**src/hw/acc_alu_map.vh**
```
// Command codes, bank and port selectors and status values of the accumulator unit
`ifndef ACC_ALU_MAP_VH
`define ACC_ALU_MAP_VH
`define ACC_INS_GET_INPUT 8'h0f
`define ACC_INS_ACC_OP    8'h13
`define ACC_INS_COMPARE   8'h14
`define ACC_BANK_DIGITAL  8'h00
`define ACC_BANK_ANALOG   8'h01
`define ACC_BANK_OUTPUTS  8'h02
`define ACC_PORT_ALL      8'hff
`define ACC_PORT_ENC_ZERO 8'h0b
`define ACC_PORT_SUPPLY   8'h08
`define ACC_PORT_TEMP     8'h09
`define ACC_OP_ADD  4'h0
`define ACC_OP_SUB  4'h1
`define ACC_OP_MUL  4'h2
`define ACC_OP_DIV  4'h3
`define ACC_OP_MOD  4'h4
`define ACC_OP_AND  4'h5
`define ACC_OP_OR   4'h6
`define ACC_OP_XOR  4'h7
`define ACC_OP_NOT  4'h8
`define ACC_OP_LOAD 4'h9
`define ACC_ST_OK        8'h64
`define ACC_ST_BAD_TYPE  8'h03
`define ACC_ST_BAD_VALUE 8'h04
`define ACC_ST_BAD_CMD   8'h02
`define ACC_ACC_RESET    32'h00000000
`define ACC_DIV_STEPS    6'h20
`endif

```
**src/hw/acc_divider.v**
```verilog
// Sequential signed divider giving quotient and remainder
`timescale 1ns/1ps
`include "acc_alu_map.vh"
module acc_divider #(
  parameter W = 32
) (
  input  wire         clk,
  input  wire         rst_n,
  input  wire         start,
  input  wire [W-1:0] dividend,
  input  wire [W-1:0] divisor,
  output reg          done,
  output reg  [W-1:0] quotient,
  output reg  [W-1:0] remainder
);
  reg         busy;
  reg [5:0]   count;
  reg [W-1:0] quo;
  reg [W-1:0] rem;
  reg [W-1:0] dvs;
  reg         neg_q;
  reg         neg_r;
  wire [W-1:0] abs_a = dividend[W-1] ? (~dividend + 1'b1) : dividend;
  wire [W-1:0] abs_b = divisor[W-1] ? (~divisor + 1'b1) : divisor;
  wire [W:0]   trial = {rem, quo[W-1]} - {1'b0, dvs};

  // Restoring division, one bit per cycle; sign fixed at the end so
  // the quotient truncates toward zero and remainder follows dividend
  always @(posedge clk) begin
    if (!rst_n) begin
      busy      <= 1'b0;
      done      <= 1'b0;
      count     <= 6'h00;
      quo       <= {W{1'b0}};
      rem       <= {W{1'b0}};
      dvs       <= {W{1'b0}};
      neg_q     <= 1'b0;
      neg_r     <= 1'b0;
      quotient  <= {W{1'b0}};
      remainder <= {W{1'b0}};
    end else begin
      done <= 1'b0;
      if (start && !busy) begin
        busy  <= 1'b1;
        count <= `ACC_DIV_STEPS;
        quo   <= abs_a;
        rem   <= {W{1'b0}};
        dvs   <= abs_b;
        neg_q <= dividend[W-1] ^ divisor[W-1];
        neg_r <= dividend[W-1];
      end else if (busy) begin
        if (count == 6'h00) begin
          busy      <= 1'b0;
          done      <= 1'b1;
          quotient  <= neg_q ? (~quo + 1'b1) : quo;
          remainder <= neg_r ? (~rem + 1'b1) : rem;
        end else begin
          count <= count - 6'h01;
          if (!trial[W]) begin
            rem <= trial[W-1:0];
            quo <= {quo[W-2:0], 1'b1};
          end else begin
            rem <= {rem[W-2:0], quo[W-1]};
            quo <= {quo[W-2:0], 1'b0};
          end
        end
      end
    end
  end
endmodule

```
**src/hw/acc_alu.v**
```verilog
// Accumulator unit: input readback, arithmetic operations and compare
`timescale 1ns/1ps
`include "acc_alu_map.vh"
module acc_alu #(
  parameter ADC_W = 12
) (
  input  wire             clk,
  input  wire             rst_n,
  input  wire             cmd_valid,
  input  wire [7:0]       cmd_instr,
  input  wire [7:0]       cmd_type,
  input  wire [7:0]       cmd_bank,
  input  wire [31:0]      cmd_value,
  input  wire             standalone,
  input  wire [3:0]       general_input,
  input  wire [ADC_W-1:0] analog_input_0,
  input  wire [15:0]      supply_tenths,
  input  wire [15:0]      temperature_c,
  input  wire             encoder_near_zero,
  input  wire [1:0]       digital_output,
  output reg              cmd_ready,
  output reg              reply_valid,
  output reg  [7:0]       reply_status,
  output reg  [7:0]       reply_instr,
  output reg  [31:0]      reply_value,
  output reg  [31:0]      accumulator,
  output reg              flag_zero,
  output reg              flag_equal,
  output reg              flag_greater,
  output reg              flag_lower
);
  localparam ST_IDLE = 1'b0;
  localparam ST_DIV  = 1'b1;

  reg        state;
  reg [31:0] hold_operand;
  reg [3:0]  hold_op;
  reg        hold_direct;
  reg        div_start;
  wire       div_done;
  wire [31:0] div_quo;
  wire [31:0] div_rem;

  reg [31:0] rd_value;
  reg        rd_ok;
  reg [31:0] alu_result;
  reg        alu_ok;
  wire [63:0] product = $signed(accumulator) * $signed(cmd_value);

  // Multi-cycle divide keeps the 32-bit divider off the single-cycle path
  acc_divider #(
    .W(32)
  ) u_div (
    .clk       (clk),
    .rst_n     (rst_n),
    .start     (div_start),
    .dividend  (accumulator),
    .divisor   (hold_operand),
    .done      (div_done),
    .quotient  (div_quo),
    .remainder (div_rem)
  );

  // Input selection by bank and port; digital lines read as 0 or 1
  always @* begin
    rd_value = 32'h00000000;
    rd_ok    = 1'b1;
    if (cmd_bank == `ACC_BANK_DIGITAL) begin
      if (cmd_type < 8'h04)
        rd_value = {31'h00000000, general_input[cmd_type[1:0]]};
      else if (cmd_type == `ACC_PORT_ALL)
        rd_value = {24'h000000, 4'h0, general_input};
      else if (cmd_type == `ACC_PORT_ENC_ZERO)
        rd_value = {31'h00000000, encoder_near_zero};
      else
        rd_ok = 1'b0;
    end else if (cmd_bank == `ACC_BANK_ANALOG) begin
      // Same pin as general_input[0]; both views live side by side
      if (cmd_type == 8'h00)
        rd_value = {{(32-ADC_W){1'b0}}, analog_input_0};
      else if (cmd_type == `ACC_PORT_SUPPLY)
        rd_value = {16'h0000, supply_tenths};
      else if (cmd_type == `ACC_PORT_TEMP)
        rd_value = {{16{temperature_c[15]}}, temperature_c};
      else
        rd_ok = 1'b0;
    end else if (cmd_bank == `ACC_BANK_OUTPUTS) begin
      if (cmd_type < 8'h02)
        rd_value = {31'h00000000, digital_output[cmd_type[0]]};
      else
        rd_ok = 1'b0;
    end else begin
      rd_ok = 1'b0;
    end
  end

  // Single-cycle operations; divide and modulo go to the divider
  always @* begin
    alu_result = accumulator;
    alu_ok     = 1'b1;
    case (cmd_type[3:0])
      `ACC_OP_ADD:  alu_result = accumulator + cmd_value;
      `ACC_OP_SUB:  alu_result = accumulator - cmd_value;
      `ACC_OP_MUL:  alu_result = product[31:0];
      `ACC_OP_AND:  alu_result = accumulator & cmd_value;
      `ACC_OP_OR:   alu_result = accumulator | cmd_value;
      `ACC_OP_XOR:  alu_result = accumulator ^ cmd_value;
      `ACC_OP_NOT:  alu_result = ~accumulator;
      `ACC_OP_LOAD: alu_result = cmd_value;
      default:      alu_ok = 1'b0;
    endcase
    if (cmd_type[7:4] != 4'h0)
      alu_ok = 1'b0;
  end

  // Command sequencer; operand arrives already assembled MSB first
  always @(posedge clk) begin
    if (!rst_n) begin
      state        <= ST_IDLE;
      cmd_ready    <= 1'b1;
      reply_valid  <= 1'b0;
      reply_status <= 8'h00;
      reply_instr  <= 8'h00;
      reply_value  <= 32'h00000000;
      accumulator  <= `ACC_ACC_RESET;
      flag_zero    <= 1'b0;
      flag_equal   <= 1'b0;
      flag_greater <= 1'b0;
      flag_lower   <= 1'b0;
      hold_operand <= 32'h00000000;
      hold_op      <= 4'h0;
      hold_direct  <= 1'b0;
      div_start    <= 1'b0;
    end else begin
      reply_valid <= 1'b0;
      div_start   <= 1'b0;
      case (state)
        ST_IDLE: begin
          if (cmd_valid && cmd_ready) begin
            reply_instr <= cmd_instr;
            if (cmd_instr == `ACC_INS_GET_INPUT) begin
              reply_valid  <= 1'b1;
              reply_status <= rd_ok ? `ACC_ST_OK : `ACC_ST_BAD_VALUE;
              reply_value  <= rd_value;
              // Accumulator only moves in standalone mode
              if (rd_ok && standalone)
                accumulator <= rd_value;
            end else if (cmd_instr == `ACC_INS_ACC_OP) begin
              if (cmd_type == {4'h0, `ACC_OP_DIV} ||
                  cmd_type == {4'h0, `ACC_OP_MOD}) begin
                // Divide by zero would hang nothing but yields junk
                if (cmd_value == 32'h00000000) begin
                  reply_valid  <= 1'b1;
                  reply_status <= `ACC_ST_BAD_VALUE;
                  reply_value  <= cmd_value;
                end else begin
                  state        <= ST_DIV;
                  cmd_ready    <= 1'b0;
                  hold_operand <= cmd_value;
                  hold_op      <= cmd_type[3:0];
                  hold_direct  <= !standalone;
                  div_start    <= 1'b1;
                end
              end else begin
                reply_valid  <= 1'b1;
                reply_status <= alu_ok ? `ACC_ST_OK : `ACC_ST_BAD_TYPE;
                reply_value  <= cmd_value;
                if (alu_ok)
                  accumulator <= alu_result;
              end
            end else if (cmd_instr == `ACC_INS_COMPARE) begin
              // Signed order; accumulator untouched, type and bank ignored
              flag_zero    <= (accumulator == cmd_value);
              flag_equal   <= (accumulator == cmd_value);
              flag_greater <= ($signed(accumulator) >
                               $signed(cmd_value));
              flag_lower   <= ($signed(accumulator) <
                               $signed(cmd_value));
              reply_valid  <= 1'b1;
              reply_status <= `ACC_ST_OK;
              reply_value  <= cmd_value;
            end else begin
              reply_valid  <= 1'b1;
              reply_status <= `ACC_ST_BAD_CMD;
              reply_value  <= 32'h00000000;
            end
          end
        end
        ST_DIV: begin
          if (div_done) begin
            state        <= ST_IDLE;
            cmd_ready    <= 1'b1;
            reply_valid  <= 1'b1;
            reply_status <= `ACC_ST_OK;
            reply_value  <= hold_operand;
            accumulator  <= (hold_op == `ACC_OP_DIV) ?
                            div_quo : div_rem;
          end
        end
        default: state <= ST_IDLE;
      endcase
    end
  end
endmodule

```
**config.mk**
```make
export PLATFORM = sky130hd
export DESIGN_NAME = acc_alu
export DESIGN_NICKNAME = d
export VERILOG_FILES = /design/src/hw/acc_divider.v /design/src/hw/acc_alu.v
export VERILOG_INCLUDE_DIRS = /design/src /design/src/hw
export SDC_FILE = /design/constraint.sdc
export NUM_CORES = 2
export LEC_CHECK = 0
export BUFFER_PORTS_ARGS = -buffer_cell sky130_fd_sc_hd__buf_2
export CORE_MARGIN = 4
export CORE_UTILIZATION = 64
export DETAILED_ROUTE_END_ITERATION = 8
export PLACE_DENSITY = 0.81
export SLEW_MARGIN = 5
export SYNTH_ARGS = -nofsm -noshare
export SYNTH_HDL_FRONTEND = slang
export SYNTH_SLANG_ARGS = --single-unit
```
**constraint.sdc**
```tcl
create_clock -name clk -period 8.5 [get_ports clk]
set_clock_uncertainty 0.2 [all_clocks]
set_input_delay 0.85 -clock clk [delete_from_list [all_inputs] [get_ports clk]]
set_output_delay 0.85 -clock clk [all_outputs]
set_load 0.05 [all_outputs]
```
==> summary by stage <==
Worst hold path
The worst hold path startpoint is reply_value[10]. The worst hold path stage count is 2. The min-delay analysis places its worst path in the category reg2reg. For hold timing, the worst endpoint is reply_value[10].

Power and ir drop
The sequential group share of total power is 0.407. Internal power comes to 2.39 mW. The share of total power dissipated in combinational logic is 0.141.

The clock share of power is 0.452. Of the total power, the share spent switching nets is 0.288. Across the VDD grid, the largest voltage drop is 0.000223 V.

The power per cell area is 82.4 nW/um^2. The static leakage power is 19.9 nW. The total power after layout is 3.35 mW. Summed over all nets, the switching power comes to 966 uW.

CTS
The buffer type at the clock tree root is clkbuf_16. The number of hold buffers added after CTS was 0. Clock-pin slew was measured on the worst setup and hold paths at 0.07 ns.

The buffer depth of the longest clock path is 3. The number of buffers created by CTS is 31. TritonCTS built the clock tree. The insertion delay to the later sink of the worst-skew pair is 0.62 ns. The number of H-tree levels is 1. The number of clock sinks seen by CTS is 289.

Logic synthesis
In the synthesized netlist the async set-or-reset flop fraction comes to 0. A synthesized cell averages 7.97 sq um. The compound-gate portion of the synthesized area is 0.180. By area, the combinational part of the netlist is dominated by adder cells. The Yosys step of the flow raised 0 warnings.

Ranked by total cell area, the synthesized netlist is headed by fa_1 22%, dfxtp_1 15%, ha_1 9.4%. The predominant post-synthesis flop cell is dfxtp_1. Of the total synthesized cell area, the portion taken by XOR and XNOR cells is 0.0636. Of the post-synthesis cell area, the dominant cell type holds 0.219.

The sequential area share after synthesis is 0.154. The area share of fa/ha/maj cells after synthesis is 0.313. The number of distinct library cells after synthesis is 82. In this run, synthesis produced a sequential element count of 289.

The synthesized cell area is 37600 sq um. The post-synthesis share of cell area spent on and, or, nand and nor gates is 0.175. The synthesized design spends more area on one cell type than any other, namely fa_1. After technology mapping, the gate count stands at 4718.

The count of flip-flops with a built-in enable after synthesis is 0. The most common cell in the synthesized netlist is nand2_1. The commonest cells after synthesis are 572 x nand2_1, 564 x nor2_1, 561 x inv_1. Of the post-synthesis cell area, the part taken by muxes is 0.0250.

Place
After legalization and detailed placement, the total HPWL measured 105000 microns. In this run the tool buffered the top-level ports with 193 buffer cells. The final RePlAce weighted congestion is 1.05. The total cell area at the placement stage is 39600 sq um.

Once placement completed, the tool counted placed cells totaling 5515.

Critical path
The endpoint identified for the worst register-to-register timing path is accumulator[27]. In this run the critical register-to-register path is launched from accumulator[6]. The logic depth of the worst register-to-register path is 28. The sort of element at the end of the critical path is a flop. The launching element type of the critical path is a flop. At the worst endpoint, the arrival time is 8.51 ns. The worst setup path startpoint is accumulator[6]. The required time of the critical path is 8.82 ns. The largest individual stage delay along the critical path comes from the cell dfxtp_1. The highest fanout seen on the critical path is 6.

The register-to-register setup slack is 0.31 ns. The kind of critical path is reg2reg. On the worst path, the slowest cell contributes a delay of 0.63 ns.

Cells and area
After routing the design area is 40700 sq um. Relative to the synthesized area, the layout overhead comes to 8.18%. After the last flow step, the layout net total stands at 5589. Of the cells placed in the final design, the portion with a size suffix greater than 1 is 0.0992. The repair_antennas step left the layout with diodes totalling 0. The count of cells in the finished layout, fillers not included, comes to 5572.

Floorplanning
The placement row count is 88. The floorplan die width is 250 microns. The core region is 57900 sq um. The initial utilization of the core area, before any placement, comes to 0.649.

For this design the top-level I/O count stands at 197. The floorplan step set the die height to 250 microns. The die covers 62700 sq um.

Timing
The summed negative setup slack over all endpoints is 0 ns. Setup repair after global routing left no endpoint under its margin. The number of hold violations in the final report is 0. The count of final max-slew check failures was 0.

The setup-violating endpoint count in the final report is 0. The final critical delay including setup and external delays is 8.19 ns. The final worst hold slack is 0.259 ns. Dividing the final minimum period by the clock period gives 0.964. At the pin with the least slew margin, the transition time is 1.30 ns.

The relative slew slack is 0.126. Derived from the worst setup path, the maximum achievable clock frequency is 122 MHz.

Global route
The remaining global-route overflow is 0. The global-route wire length before repair is 208000 microns. The number of antenna violations at the first check in global routing came to 3. The number of global-route vias before repair was 35000. The largest net degree at the start of global routing is 101. The overall global routing resource usage is 0.427.

Drt
The number of vias per cell after detailed routing is 6.45. In the final routed layout, each cell accounts on average for 24.5 microns. The total vias in the final route is 36000. Summed over all layers, the routed wires come to 137000 microns. The first routing iteration left 4659 violations. The first detailed-routing pass took 6 iterations. The detail route stage leaves a number of antenna-violating nets equal to 0.

The total DRC errors in the routed layout is 0.

Outcome
The run finished with clean final reports.

Flow run
The tool flagged a number of max-cap violations equal to 0.
## worst max-delay path, delay by kind of cell, from the launching register on
| family | cells | cell delay (ns) |
|---|---|---|
| and+or+nand+nor | 2 | 0.39 |
| adders and majority gates | 10 | 4.13 |
| DFF | 1 | 0.63 |
| xor gates and xnor gates | 1 | 0.18 |
| AOI/OAI and AO/OA | 7 | 1.84 |
| buffers and inverters | 8 | 0.71 |
## cell usage in the layout (no fill, tap or decap), types with 17 or more instances in the layout
| master | count |
|---|---|
| a211oi_1 | 21 |
| a21boi_0 | 33 |
| a21o_1 | 25 |
| a21oi_1 | 232 |
| a221oi_1 | 50 |
| a31oi_1 | 21 |
| and2_1 | 17 |
| and3_1 | 17 |
| buf_2 | 192 |
| buf_4 | 153 |
| clkbuf_16 | 31 |
| dfxtp_1 | 288 |
| fa_1 | 411 |
| ha_1 | 284 |
| inv_1 | 561 |
| mux2_2 | 25 |
| mux2i_1 | 66 |
| nand2_1 | 571 |
| nand2b_1 | 23 |
| nand3_1 | 66 |
| nor2_1 | 559 |
| nor2b_1 | 59 |
| nor3_1 | 38 |
| nor4_1 | 35 |
| o211a_1 | 119 |
| o211ai_1 | 47 |
| o21ai_0 | 205 |
| o21bai_1 | 25 |
| o31ai_1 | 44 |
| o41ai_1 | 27 |
| or3_1 | 19 |
| or4_1 | 20 |
| xnor2_1 | 181 |
| xor2_1 | 91 |
## power groups by stage
| stage | Combinational, mW | Clock (mW) | Sequential [mW] |
|---|---|---|---|
| 6_report | 0.474 | 1.52 | 1.36 |
| 5_1_grt | 0.492 | 1.56 | 1.36 |
| 2_1_floorplan | 0.246 | 0 | 1.42 |
| 4_1_cts | 0.452 | 1.51 | 1.36 |
| 3_3_place_gp | 0.446 | 0 | 1.39 |
| 3_5_place_dp | 0.450 | 0 | 1.39 |
## layer usage
layer	global-route usage	wire [microns]	vias to the layer above	part of all wire
li1	-	-	15700	-
met3	0.116	18600	646	0.14
met2	0.630	57200	2516	0.42
met5	0	14	-	0.00010
met1	0.563	50100	17100	0.37
met4	0.253	10800	2	0.079
## sequential cells by signal, summed over array words and instances, names as in the netlist
register and flops:
accumulator 32, cmd_ready 1, div_start 1, flag_equal 1, flag_greater 1, flag_lower 1
hold_op 4, hold_operand 32, reply_instr 8, reply_status 4, reply_valid 1, reply_value 32
state 1, u_div.busy 1, u_div.count 6, u_div.done 1, u_div.dvs 32, u_div.neg_q 1
u_div.neg_r 1, u_div.quo 32, u_div.quotient 32, u_div.rem 32, u_div.remainder 32
## cell type report
class	instances	area, sq um
Tap cell	765	957
Clock buffer	43	891
Timing Repair Buffer	347	2140
Fill cell	4789	17200
Inverter	574	2150
Multi-Input combinational cell	3540	28500
Sequential cell	289	5790
Clock inverter	14	223
## per-stage QoR
step                      setup WS [ns]   util
after floorplan                   0.718      -
after detailed placement        -0.0348  0.683
final                             0.308  0.703
after global routing             0.0108  0.703
after global placement           0.0640  0.683
after CTS                         0.501  0.702
## kinds of logic (layout without fill, tap and decap cells)
| logic type | count (synthesis) | in the layout |
|---|---|---|
| flip-flops | 289 | 289 |
| other | 1 | 3 |
| AND/OR/NAND/NOR | 1503 | 1503 |
| AO/OA/AOI/OAI | 975 | 975 |
| multiplexers | 91 | 91 |
| buffers and inverters | 891 | 978 |
| XOR/XNOR | 273 | 273 |
| adder cells (fa/ha/maj) | 695 | 695 |
## what timing repair did
item	in CTS	in global routing
setup endpoints to repair	0	1
buffers inserted	0	0
gates resized for setup	0	1
## how the worst max path moves through the flow
stage	cells past startpoint	endpoint	slack [ns]
3_3_place_gp	25	accumulator[27]	0.06
3_5_place_dp	27	accumulator[27]	-0.03
5_1_grt	28	accumulator[27]	0.01
2_1_floorplan	25	accumulator[29]	0.72
6_report	28	accumulator[27]	0.31
4_1_cts	28	accumulator[27]	0.50
No activity file was read; power rests on OpenSTA's default activity.
